### src/include/wdp_regs.svh
// register map, field positions, reset values and counts of the watchdog
// assumes a 32-bit classic wishbone slave with byte addresses on adr_i
`ifndef WDP_REGS_SVH
`define WDP_REGS_SVH

// ----------------------------------------------------------------------
// byte addresses
// ----------------------------------------------------------------------
`define WDP_ADR_W 18
`define WDP_OFF_REFRESH 18'h00000
`define WDP_OFF_START 18'h00004
`define WDP_OFF_CTRL 18'h00008
`define WDP_OFF_PWR1 18'h0000c
`define WDP_OFF_PROTECT 18'h00010
`define WDP_OFF_STATUS 18'h00014
`define WDP_OFF_MASK 18'h00018
`define WDP_OFF_COUNT 18'h0001c
`define WDP_IDX_OPTION 16'hffff
`define WDP_OFF_OPTION {`WDP_IDX_OPTION, 2'b00}

// ----------------------------------------------------------------------
// field positions
// ----------------------------------------------------------------------
`define WDP_BIT_RATIO 7
`define WDP_BIT_ACTION 2
`define WDP_BIT_PROTECT 7
`define WDP_BIT_AUTO 0
`define WDP_BIT_UFLOW 0

// ----------------------------------------------------------------------
// reset values and counts
// ----------------------------------------------------------------------
`define WDP_RELOAD_NORM 15'h7fff
`define WDP_RELOAD_PROT 15'h0fff
`define WDP_PRE_FILL16 7'h70
`define WDP_PRE_TERM 7'h7f
`define WDP_SEQ_FIRST 8'h00
`define WDP_SEQ_SECOND 8'hff
`define WDP_RST_CTRL 1'b0
`define WDP_RST_ACTION 1'b0
`define WDP_RST_MASK 1'b0

`endif

### src/include/wdp_pkg.sv
// types shared by the watchdog design and its bench
// assumes wdp_regs.svh holds all numbers
package wdp_pkg;

    // observable state of the watchdog, all bits from flip-flops
    typedef struct packed {
        logic running;
        logic protect;
        logic action_reset;
    } wdp_state_t;

endpackage

### src/hdl/wdp_top.sv
// watchdog with prescaler, 15-bit down counter and protected count source
// assumes a wishbone master on clk_i, cpu clock given as enable pulses,
// low-speed oscillator as an asynchronous pin, option byte static at reset
//
// The Wishbone slave port was decided locally.
`timescale 1ns/1ps
`include "wdp_regs.svh"

module wdp_top (
    input wire logic clk_i,
    input wire logic rst_i,
    input wire logic ce_i,
    input wire logic [`WDP_ADR_W-1:0] adr_i,
    input wire logic [31:0] dat_i,
    input wire logic [3:0] sel_i,
    input wire logic we_i,
    input wire logic cyc_i,
    input wire logic stb_i,
    output logic [31:0] dat_o,
    output logic ack_o,
    input wire logic [7:0] option_byte_i,
    input wire logic cpu_clk_en_i,
    input wire logic stop_mode_i,
    input wire logic wait_mode_i,
    input wire logic loco_clk_i,
    output logic irq_o,
    output logic irq_pulse_o,
    output logic wdt_reset_o,
    output logic loco_on_o,
    output wdp_pkg::wdp_state_t state_o
);
    import wdp_pkg::*;

    // ------------------------------------------------------------------
    // state
    // ------------------------------------------------------------------
    logic [14:0] cnt_q;
    logic [6:0] pre_q;
    logic [7:0] opt_q;
    logic run_q, prot_q, act_q, ratio_q, saw00_q, ack_q;
    logic stat_q, mask_q, irq_q, pulse_q, wreset_q;
    logic [2:0] sync_q;
    logic lvl_q;
    logic [31:0] dat_q;

    function automatic logic hit(input logic [`WDP_ADR_W-1:0] a, input logic [`WDP_ADR_W-1:0] off);
        hit = (a == off);
    endfunction

    // ------------------------------------------------------------------
    // wishbone decode
    // ------------------------------------------------------------------
    logic wb_req, wr, rd, refresh_fire, prot_set, start_wr;
    logic loco_rise, cpu_adv, cpu_tick, prot_tick, tick, uf;
    logic [14:0] reload_val;
    logic stat_d;

    assign wb_req = ce_i & cyc_i & stb_i & ~ack_q;
    assign wr = wb_req & we_i & sel_i[0];
    assign rd = wb_req & ~we_i;
    assign refresh_fire = wr & hit(adr_i, `WDP_OFF_REFRESH) & saw00_q & (dat_i[7:0] == `WDP_SEQ_SECOND);
    assign prot_set = wr & hit(adr_i, `WDP_OFF_PROTECT) & dat_i[`WDP_BIT_PROTECT] & ~prot_q;
    assign start_wr = wr & hit(adr_i, `WDP_OFF_START);

    // classic single-cycle answer: ack one cycle after the strobe, then low
    always_ff @(posedge clk_i)
    begin
        if (rst_i)
            ack_q <= 1'b0;
        else if (ce_i)
            ack_q <= cyc_i & stb_i & ~ack_q;
    end

    // read data, unmapped addresses read zero
    always_ff @(posedge clk_i)
    begin
        if (rst_i)
            dat_q <= 32'h0000_0000;
        else if (rd)
        begin
            dat_q <= 32'h0000_0000;
            if (hit(adr_i, `WDP_OFF_CTRL))
                dat_q[`WDP_BIT_RATIO] <= ratio_q;
            if (hit(adr_i, `WDP_OFF_PWR1))
                dat_q[`WDP_BIT_ACTION] <= act_q;
            if (hit(adr_i, `WDP_OFF_PROTECT))
                dat_q[`WDP_BIT_PROTECT] <= prot_q;
            if (hit(adr_i, `WDP_OFF_STATUS))
                dat_q[`WDP_BIT_UFLOW] <= stat_q;
            if (hit(adr_i, `WDP_OFF_MASK))
                dat_q[`WDP_BIT_UFLOW] <= mask_q;
            if (hit(adr_i, `WDP_OFF_COUNT))
                dat_q[14:0] <= cnt_q;
            if (hit(adr_i, `WDP_OFF_OPTION))
                dat_q[7:0] <= opt_q;
        end
    end

    // ------------------------------------------------------------------
    // option byte and start control
    // ------------------------------------------------------------------
    // captured while the synchronous reset is held; no bus path writes it
    always_ff @(posedge clk_i)
    begin
        if (rst_i)
            opt_q <= option_byte_i;
    end

    // auto start one cycle after release, or on any start write
    always_ff @(posedge clk_i)
    begin
        if (rst_i)
            run_q <= 1'b0;
        else if (ce_i && (!opt_q[`WDP_BIT_AUTO] || start_wr))
            run_q <= 1'b1;
    end

    // refresh sequence: 00h arms, ffh fires, anything else disarms
    always_ff @(posedge clk_i)
    begin
        if (rst_i)
            saw00_q <= 1'b0;
        else if (wr && hit(adr_i, `WDP_OFF_REFRESH))
            saw00_q <= (dat_i[7:0] == `WDP_SEQ_FIRST);
    end

    // ------------------------------------------------------------------
    // configuration registers
    // ------------------------------------------------------------------
    always_ff @(posedge clk_i)
    begin
        if (rst_i)
            ratio_q <= `WDP_RST_CTRL;
        else if (wr && hit(adr_i, `WDP_OFF_CTRL))
            ratio_q <= dat_i[`WDP_BIT_RATIO];
    end

    // protection is set-only; it forces reset action and holds it there
    always_ff @(posedge clk_i)
    begin
        if (rst_i)
            prot_q <= 1'b0;
        else if (prot_set)
            prot_q <= 1'b1;
    end

    always_ff @(posedge clk_i)
    begin
        if (rst_i)
            act_q <= `WDP_RST_ACTION;
        else if (prot_set || prot_q)
            act_q <= 1'b1;
        else if (wr && hit(adr_i, `WDP_OFF_PWR1))
            act_q <= dat_i[`WDP_BIT_ACTION];
    end

    always_ff @(posedge clk_i)
    begin
        if (rst_i)
            mask_q <= `WDP_RST_MASK;
        else if (wr && hit(adr_i, `WDP_OFF_MASK))
            mask_q <= dat_i[`WDP_BIT_UFLOW];
    end

    // ------------------------------------------------------------------
    // low-speed oscillator sampling
    // ------------------------------------------------------------------
    // three stages; the level moves only when stages two and three agree
    always_ff @(posedge clk_i)
    begin
        if (rst_i)
        begin
            sync_q <= 3'b000;
            lvl_q <= 1'b0;
        end
        else if (ce_i)
        begin
            sync_q <= {sync_q[1:0], loco_clk_i};
            if (sync_q[1] == sync_q[2])
                lvl_q <= sync_q[2];
        end
    end

    assign loco_rise = ~lvl_q & sync_q[1] & sync_q[2];

    // ------------------------------------------------------------------
    // prescaler and count ticks
    // ------------------------------------------------------------------
    // halted in stop or wait, nothing reloads the phase: resume is exact
    assign cpu_adv = ce_i & run_q & ~prot_q & cpu_clk_en_i & ~stop_mode_i & ~wait_mode_i;
    // free-running 7-bit phase; low nibble alone decides at ratio 16
    assign cpu_tick = cpu_adv & ((pre_q | (ratio_q ? 7'h00 : `WDP_PRE_FILL16)) == `WDP_PRE_TERM);
    // oscillator ticks ignore cpu clock, stop and wait entirely
    assign prot_tick = ce_i & run_q & prot_q & loco_rise;
    assign tick = cpu_tick | prot_tick;
    assign uf = tick & (cnt_q == 15'h0000);
    assign reload_val = prot_q ? `WDP_RELOAD_PROT : `WDP_RELOAD_NORM;

    // refresh leaves the phase alone, so a period may come out short
    always_ff @(posedge clk_i)
    begin
        if (rst_i)
            pre_q <= 7'h00;
        else if (cpu_adv)
            pre_q <= pre_q + 7'h01;
    end

    // ------------------------------------------------------------------
    // 15-bit down counter
    // ------------------------------------------------------------------
    always_ff @(posedge clk_i)
    begin
        if (rst_i)
            cnt_q <= `WDP_RELOAD_NORM;
        else if (prot_set)
            cnt_q <= `WDP_RELOAD_PROT;
        else if (refresh_fire || uf)
            cnt_q <= reload_val;
        else if (tick)
            cnt_q <= cnt_q - 15'h0001;
    end

    // ------------------------------------------------------------------
    // underflow action and interrupt
    // ------------------------------------------------------------------
    // read of status clears it, a new underflow in that cycle wins
    always_comb
    begin
        stat_d = stat_q;
        if (rd && hit(adr_i, `WDP_OFF_STATUS))
            stat_d = 1'b0;
        if (uf && !act_q)
            stat_d = 1'b1;
    end

    always_ff @(posedge clk_i)
    begin
        if (rst_i)
        begin
            stat_q <= 1'b0;
            irq_q <= 1'b0;
        end
        else if (ce_i)
        begin
            stat_q <= stat_d;
            irq_q <= stat_d & mask_q;
        end
    end

    // one-cycle pulses; the reset request is for the chip reset controller
    always_ff @(posedge clk_i)
    begin
        if (rst_i)
        begin
            pulse_q <= 1'b0;
            wreset_q <= 1'b0;
        end
        else if (ce_i)
        begin
            pulse_q <= uf & ~act_q;
            wreset_q <= uf & act_q;
        end
    end

    assign dat_o = dat_q;
    assign ack_o = ack_q;
    assign irq_o = irq_q;
    assign irq_pulse_o = pulse_q;
    assign wdt_reset_o = wreset_q;
    assign loco_on_o = prot_q;
    assign state_o = '{running: run_q, protect: prot_q, action_reset: act_q};
endmodule

### config.mk
export PLATFORM = sky130hd
export DESIGN_NAME = wdp_top
export DESIGN_NICKNAME = d
export VERILOG_FILES = /design/src/include/wdp_pkg.sv /design/src/hdl/wdp_top.sv
export VERILOG_INCLUDE_DIRS = /design/src /design/src/include
export SDC_FILE = /design/constraint.sdc
export NUM_CORES = 1
export LEC_CHECK = 0
export ABC_CLOCK_PERIOD_IN_PS = 5890
export BUFFER_PORTS_ARGS = -buffer_cell sky130_fd_sc_hd__buf_4
export CORE_ASPECT_RATIO = 0.5
export CORE_MARGIN = 5
export CORE_UTILIZATION = 25
export DETAILED_ROUTE_END_ITERATION = 16
export HOLD_SLACK_MARGIN = 0.12
export SETUP_SLACK_MARGIN = 0.4
export SLEW_MARGIN = 30
export SYNTH_ARGS = -nofsm -noshare
export SYNTH_HDL_FRONTEND = slang
export SYNTH_SLANG_ARGS = --single-unit
### constraint.sdc
create_clock -name clk_i -period 5.89 [get_ports clk_i]
set_input_delay 0 -clock clk_i [delete_from_list [all_inputs] [get_ports clk_i]]
set_output_delay 0 -clock clk_i [all_outputs]
set_load 0.05 [all_outputs]
Yosys cells after proc, flatten, opt, wreduce, memory -nomap -nowiden

Index checks and enable logic that the tools add are counted.

Bits in registers: 60
Input port bits: 72

Add/subtract/negate cells: 2
Eq/ne operators: 11
Mux-type cells: 16
Bitwise logic cells: 38
Reduce and logical (&&, ||, !) cells: 20

Operator list:

| cell                                                                   | number |
|---|---|
| 15-bit 2-to-1 mux                                                      | 5 |
| 18-bit by 5-bit equality test with 1-bit output, second input constant | 4 |
| 18-bit by 4-bit equality test with 1-bit output, second input constant | 2 |
| 1-bit bitwise AND                                                      | 29 |
| 18-bit equality test, second input constant                            | 1 |
| 18-bit by 3-bit equality test with 1-bit output, second input constant | 1 |
| 18-bit logical NOT                                                     | 1 |
| 15-bit logical NOT                                                     | 1 |
| 15-bit by 1-bit subtractor with 15-bit output, second input constant   | 1 |
| 1-bit 2-to-1 mux                                                       | 9 |
| 8-bit equality test, second input constant                             | 1 |
| 8-bit logical NOT                                                      | 1 |
| 8-bit 2-to-1 mux                                                       | 1 |
| 7-bit by 1-bit adder with 7-bit output, second input constant          | 1 |
| 7-bit equality test, second input constant                             | 1 |
| 1-bit logical AND                                                      | 7 |
| 7-bit 2-to-1 mux                                                       | 1 |
| 1-bit NOT                                                              | 7 |
| 7-bit OR                                                               | 1 |
| 2-bit nonzero test                                                     | 2 |
| 1-bit logical OR                                                       | 3 |
| 3-bit nonzero test                                                     | 1 |
| 1-bit logical NOT                                                      | 2 |
| 2-bit AND reduction                                                    | 1 |
| other kinds (3)                                                        | 3 |

Logic depth before layout (Yosys ltp)

Depth after elaboration: 11
Gate-level depth with buffers: 8

Worst setup path before layout

OpenSTA, ideal clock, no wires.

Path type: flip-flop to flip-flop
Start point: register cnt_q[7]
End point: register cnt_q[8]
Data arrival time: 2,181 ps
Data required time: 5,828 ps
Path slack: 3,647 ps
Stages on the path, launching flop included: 7
Period minus slack after synthesis: 2,243 ps
Path through: dfxtp_1 or4_4 or4_4 a2111o_1 and4_4 buf_6 nand3_1

Longest elaborated chain between the ends: 4

RTL lines:

| element                                                                               | line           | RTL |
|---|---|---|
| start: declaration                                                                    | wdp_top.sv:37  | `logic [14:0] cnt_q;` |
| start signal: assignment                                                              | wdp_top.sv:214 | `` cnt_q <= `WDP_RELOAD_NORM; `` |
| start signal: assignment                                                              | wdp_top.sv:216 | `` cnt_q <= `WDP_RELOAD_PROT; `` |
| start signal: assignment                                                              | wdp_top.sv:218 | `cnt_q <= reload_val;` |
| branches (longest 4 deep; another with 15-bit by 1-bit subtractor with 15-bit output) | n/a            |  |

Several ways; the timed one is not identified. The select of a mux whose other input is x is not followed.
A chain may end at the register's enable or synchronous reset.

Final worst setup path

Start point: register cnt_q[7]
End point: register irq_q, in the netlist irq_o

Longest elaborated chain between the ends: 5

RTL lines:

| element                | line           | RTL |
|---|---|---|
| 15-bit logical NOT     | wdp_top.sv:196 | `assign uf = tick & (cnt_q == 15'h0000);` |
| 1-bit bitwise AND      | wdp_top.sv:196 |  |
| 1-bit logical AND      | wdp_top.sv:232 | `if (uf && !act_q)` |
| 1-bit 2-to-1 mux       | wdp_top.sv:232 |  |
| 1-bit bitwise AND      | wdp_top.sv:246 | `irq_q <= stat_d & mask_q;` |
| end signal: assignment | wdp_top.sv:246 |  |
| end: declaration       | wdp_top.sv:41  | `logic stat_q, mask_q, irq_q, pulse_q, wreset_q;` |

No other way between the ends.

==> qor.yml <==
cells_and_area:
  layout.cell_area.non_filler_sq_um: 4010
  area.growth.synth_to_final_pct: 35.0
  number_of_fillers_in_the_final_layout: 1222
  finalNetCount: 499
  drive_gt1_frac: 0.223
  antennaDiodeCount: 0
placed_design:
  io_buffer_count: 67
  place_area_sq_um: 3530
  place_congestion: 0.820
  place.detailed.hpwl_mm: 5.81
grt:
  number_of_antenna_violations_at_the_first_check_in_global_routing: 0
  gr-total-overflow: 0
  grtUsageTotal: 0.113
  first_global_vias: 2610
  grt_first_pass_wirelength_mm: 12.9
  grt_start_max_net_pins: 49
pwr:
  power.share.combinational: 0.099
  net-switching-power_mw: 0.245
  static_power_due_to_leakage_nw: 1.55
  internal-power_mw: 0.782
  sw_frac_of_total: 0.239
  clock_power_share: 0.483
  power.sequential.fraction: 0.418
  vdd_ir_drop_max_mv: 0.118
  total_power_mw: 1.03
  power.density_nw_per_um2: 256
timing:
  hold-worst-slack_ps: 130
  timing.fmax_ghz: 0.410
  worst_clock_skew_ps: 5.50
  timing.setup.tns_ps: 0
  grt_setup_unrepaired: "false"
  hold_violations: 0
  final_min_period_over_clock_period: 0.414
  slew_headroom: 0.419
  fin_crit_ps: 2440
  report.final.slew_viol_count: 0
  tightestPinTransition_ps: 864
  finalSetupViolations: 0
cts:
  tritoncts.num_buffers: 9
  cts.reportedPaths.clkPinSlew_ps: 50
  htree_num_levels: 3
  ctsLongestPathBuffers: 2
  root_buffer: "sky130_fd_sc_hd__clkbuf_16"
  cts_hold_repair.buffers: 18
  cts_sinks: 60
  clk_latency_ps: 320
  postCtsSetupRepairBufs: 0
  ctsResizeCount: 0
  cts_tree: "yes"
floorplanning:
  io_pins: 112
  die_width_um: 164
  rows: 28
  initial_utilization: 0.254
  die-height_um: 87.0
  design.core.area_sq_um: 11700
  floorplan.die_area_sq_um: 14300
worst_setup_path:
  worst-path-stages: 6
  reg2reg_depth: 6
  critical-path-max-stage-delay_ps: 590
  path_common_cell: "sky130_fd_sc_hd__or4_4"
  r2r_end: "irq_o"
  crit_slowest_cell: "sky130_fd_sc_hd__or4_4"
  worst-path-buf-inv: 0
  r2r-start: "cnt_q[7]"
  timing.critical_path.arrival_ps: 2670
  crit_required_ps: 6130
  timing.critical_path.cells: "or4_4 -> or4_4 -> a2111o_1 -> nor2_2 -> a21oi_2 -> o31ai_2"
  reg2reg_slack_ps: 3450
  worst_setup_path_end_kind: "register"
  crit_fanout: 7
  critical_path.startpoint: "cnt_q[7]"
  path_class: "register to register"
  critPathCapture: "irq_o"
  critical_path.top_delay_family: "simple AND/OR/NAND/NOR gates"
  critical_path.startpoint_type: "register"
route:
  dr.first_iter.drc_count: 157
  finalWirelength_mm: 7.91
  dr_total_vias: 2715
  drt-pass1-iter-count: 4
  wire_length_per_cell_after_detailed_routing_um: 13.3
  route.antenna.remaining_nets: 0
  routed_via_density: 4.56
  remaining_drc_errors: 0
min_path:
  min_path_type: "input pin to register"
  hold-path-cell-count: 4
yosys:
  synth_seq_cells: 60
  post_synth_num_cell_types: 54
  ys_async_sr_fraction: 0
  synth-edff-count: 8
  synth_cells: 346
  synth_top_flop_cell: "sky130_fd_sc_hd__dfxtp_1"
  syn-mean-instance-area_sq_um: 8.57
  synth.cell_area_sq_um: 2970
  ys_warn_count: 0
  ys_seq_area_frac: 0.432
outcome:
  status: "complete, no violations"
flow_run:
  max_cap_viol_count: 0
==> worst reg2reg max path, stage by stage, from the launching register on <==
cell                       delay [ps]
sky130_fd_sc_hd__dfxtp_1          370
sky130_fd_sc_hd__or4_4            590
sky130_fd_sc_hd__or4_4            450
sky130_fd_sc_hd__a2111o_1         510
sky130_fd_sc_hd__nor2_2           180
sky130_fd_sc_hd__a21oi_2           60
sky130_fd_sc_hd__o31ai_2          200
==> cells in the mapped netlist (all sizes together) (5+ instances only) <==
cell | number | area [sq um]
dfxtp | 52 | 1040
nor2 | 45 | 171
nand2 | 33 | 124
buf | 25 | 179
nand3 | 21 | 105
a21oi | 20 | 104
nor3 | 15 | 75.1
inv | 10 | 37.5
nand4 | 10 | 62.6
xor2 | 10 | 87.6
clkbuf | 9 | 33.8
edfxtp | 8 | 240
mux2i | 8 | 80.1
nor4 | 8 | 50.1
o21ai | 8 | 40.0
a221oi | 7 | 61.3
or4 | 6 | 52.6
and4 | 5 | 46.3
xnor2 | 5 | 43.8
==> sequential cells by signal, indices dropped and copies added (netlist names), 3 cells and up <==
| name | cells |
|---|---|
| cnt_q | 15 |
| sync_q | 3 |
| opt_q | 8 |
| pre_q | 7 |
| dat_o | 15 |
==> kinds of logic after synthesis <==
logic type               synth area share
AND/OR/NAND/NOR                     0.281
AO/OA/AOI/OAI                       0.118
buffers and inverters              0.0844
adder cells (fa/ha/maj)           0.00843
other                             0.00126
XOR/XNOR                           0.0443
multiplexers                       0.0308
flip-flops                          0.432
==> worst min-delay path by stage <==
stage	to	from	slack, ps
2_1_floorplan	opt_q[0]	option_byte_i[0]	100
3_3_place_gp	opt_q[5]	option_byte_i[5]	180
3_5_place_dp	opt_q[1]	option_byte_i[1]	180
4_1_cts	dat_o[5]	we_i	130
5_1_grt	dat_o[5]	we_i	140
6_report	dat_o[6]	we_i	130
==> power groups by stage <==
stage	Combinational [mW]	Sequential [mW]	Clock [mW]
after floorplan	0.0585	0.443	0
after global placement	0.0911	0.437	0
after detailed placement	0.0925	0.437	0
after CTS	0.102	0.429	0.506
after global routing	0.109	0.430	0.525
final	0.102	0.429	0.496
==> per-layer routing <==
metal,vias to the layer above,share of wire,GRT usage
met5,-,0,0
met4,0,0.0080,0.0304
met3,6,0.062,0.0435
met2,81,0.45,0.181
met1,1254,0.48,0.144
li1,1374,-,-
==> final cells by class <==
class,instances,area (sq um),share of cell area
multi-input combinational,258,1500,0.375
sequential,60,1280,0.320
timing repair buffer,86,691,0.172
clock buffer,12,268,0.0669
tap,165,206,0.0515
inverter,10,37.5,0.00937
clock inverter,4,21.3,0.00531
==> placed cells by master (no fill, tap or decap), types with 2 or more instances in the layout <==
cell and count:
sky130_fd_sc_hd__a21oi_1 19, sky130_fd_sc_hd__dfxtp_1 52, sky130_fd_sc_hd__nor2_1 42, sky130_fd_sc_hd__dlygate4sd3_1 18
sky130_fd_sc_hd__inv_1 10, sky130_fd_sc_hd__clkinv_2 3, sky130_fd_sc_hd__mux2i_1 8, sky130_fd_sc_hd__a31oi_1 2
sky130_fd_sc_hd__nand2b_1 2, sky130_fd_sc_hd__edfxtp_1 8, sky130_fd_sc_hd__nand2_1 33, sky130_fd_sc_hd__nand3_1 21
sky130_fd_sc_hd__or2_2 3, sky130_fd_sc_hd__a221oi_1 7, sky130_fd_sc_hd__o21ai_0 8, sky130_fd_sc_hd__o211ai_1 3
sky130_fd_sc_hd__or3_1 3, sky130_fd_sc_hd__xor2_1 10, sky130_fd_sc_hd__buf_4 68, sky130_fd_sc_hd__nand4b_1 2
sky130_fd_sc_hd__and4_1 4, sky130_fd_sc_hd__nand3b_1 3, sky130_fd_sc_hd__clkbuf_16 10, sky130_fd_sc_hd__xnor2_1 5
sky130_fd_sc_hd__nor4_1 8, sky130_fd_sc_hd__a2111o_1 2, sky130_fd_sc_hd__conb_1 17, sky130_fd_sc_hd__nor2_2 3
sky130_fd_sc_hd__ha_1 2, sky130_fd_sc_hd__or4_1 4, sky130_fd_sc_hd__nor3_1 15, sky130_fd_sc_hd__nand4_1 10
sky130_fd_sc_hd__or4_4 2
==> stage by stage <==
stage,utilization,instances,setup WS [ps]
floorplan,-,362,3650
global placement,0.302,561,3420
detailed placement,0.302,561,3250
CTS,0.342,595,3450
global route,0.342,595,3210
finish,0.342,595,3450
Power figures use the tool's default switching activity.
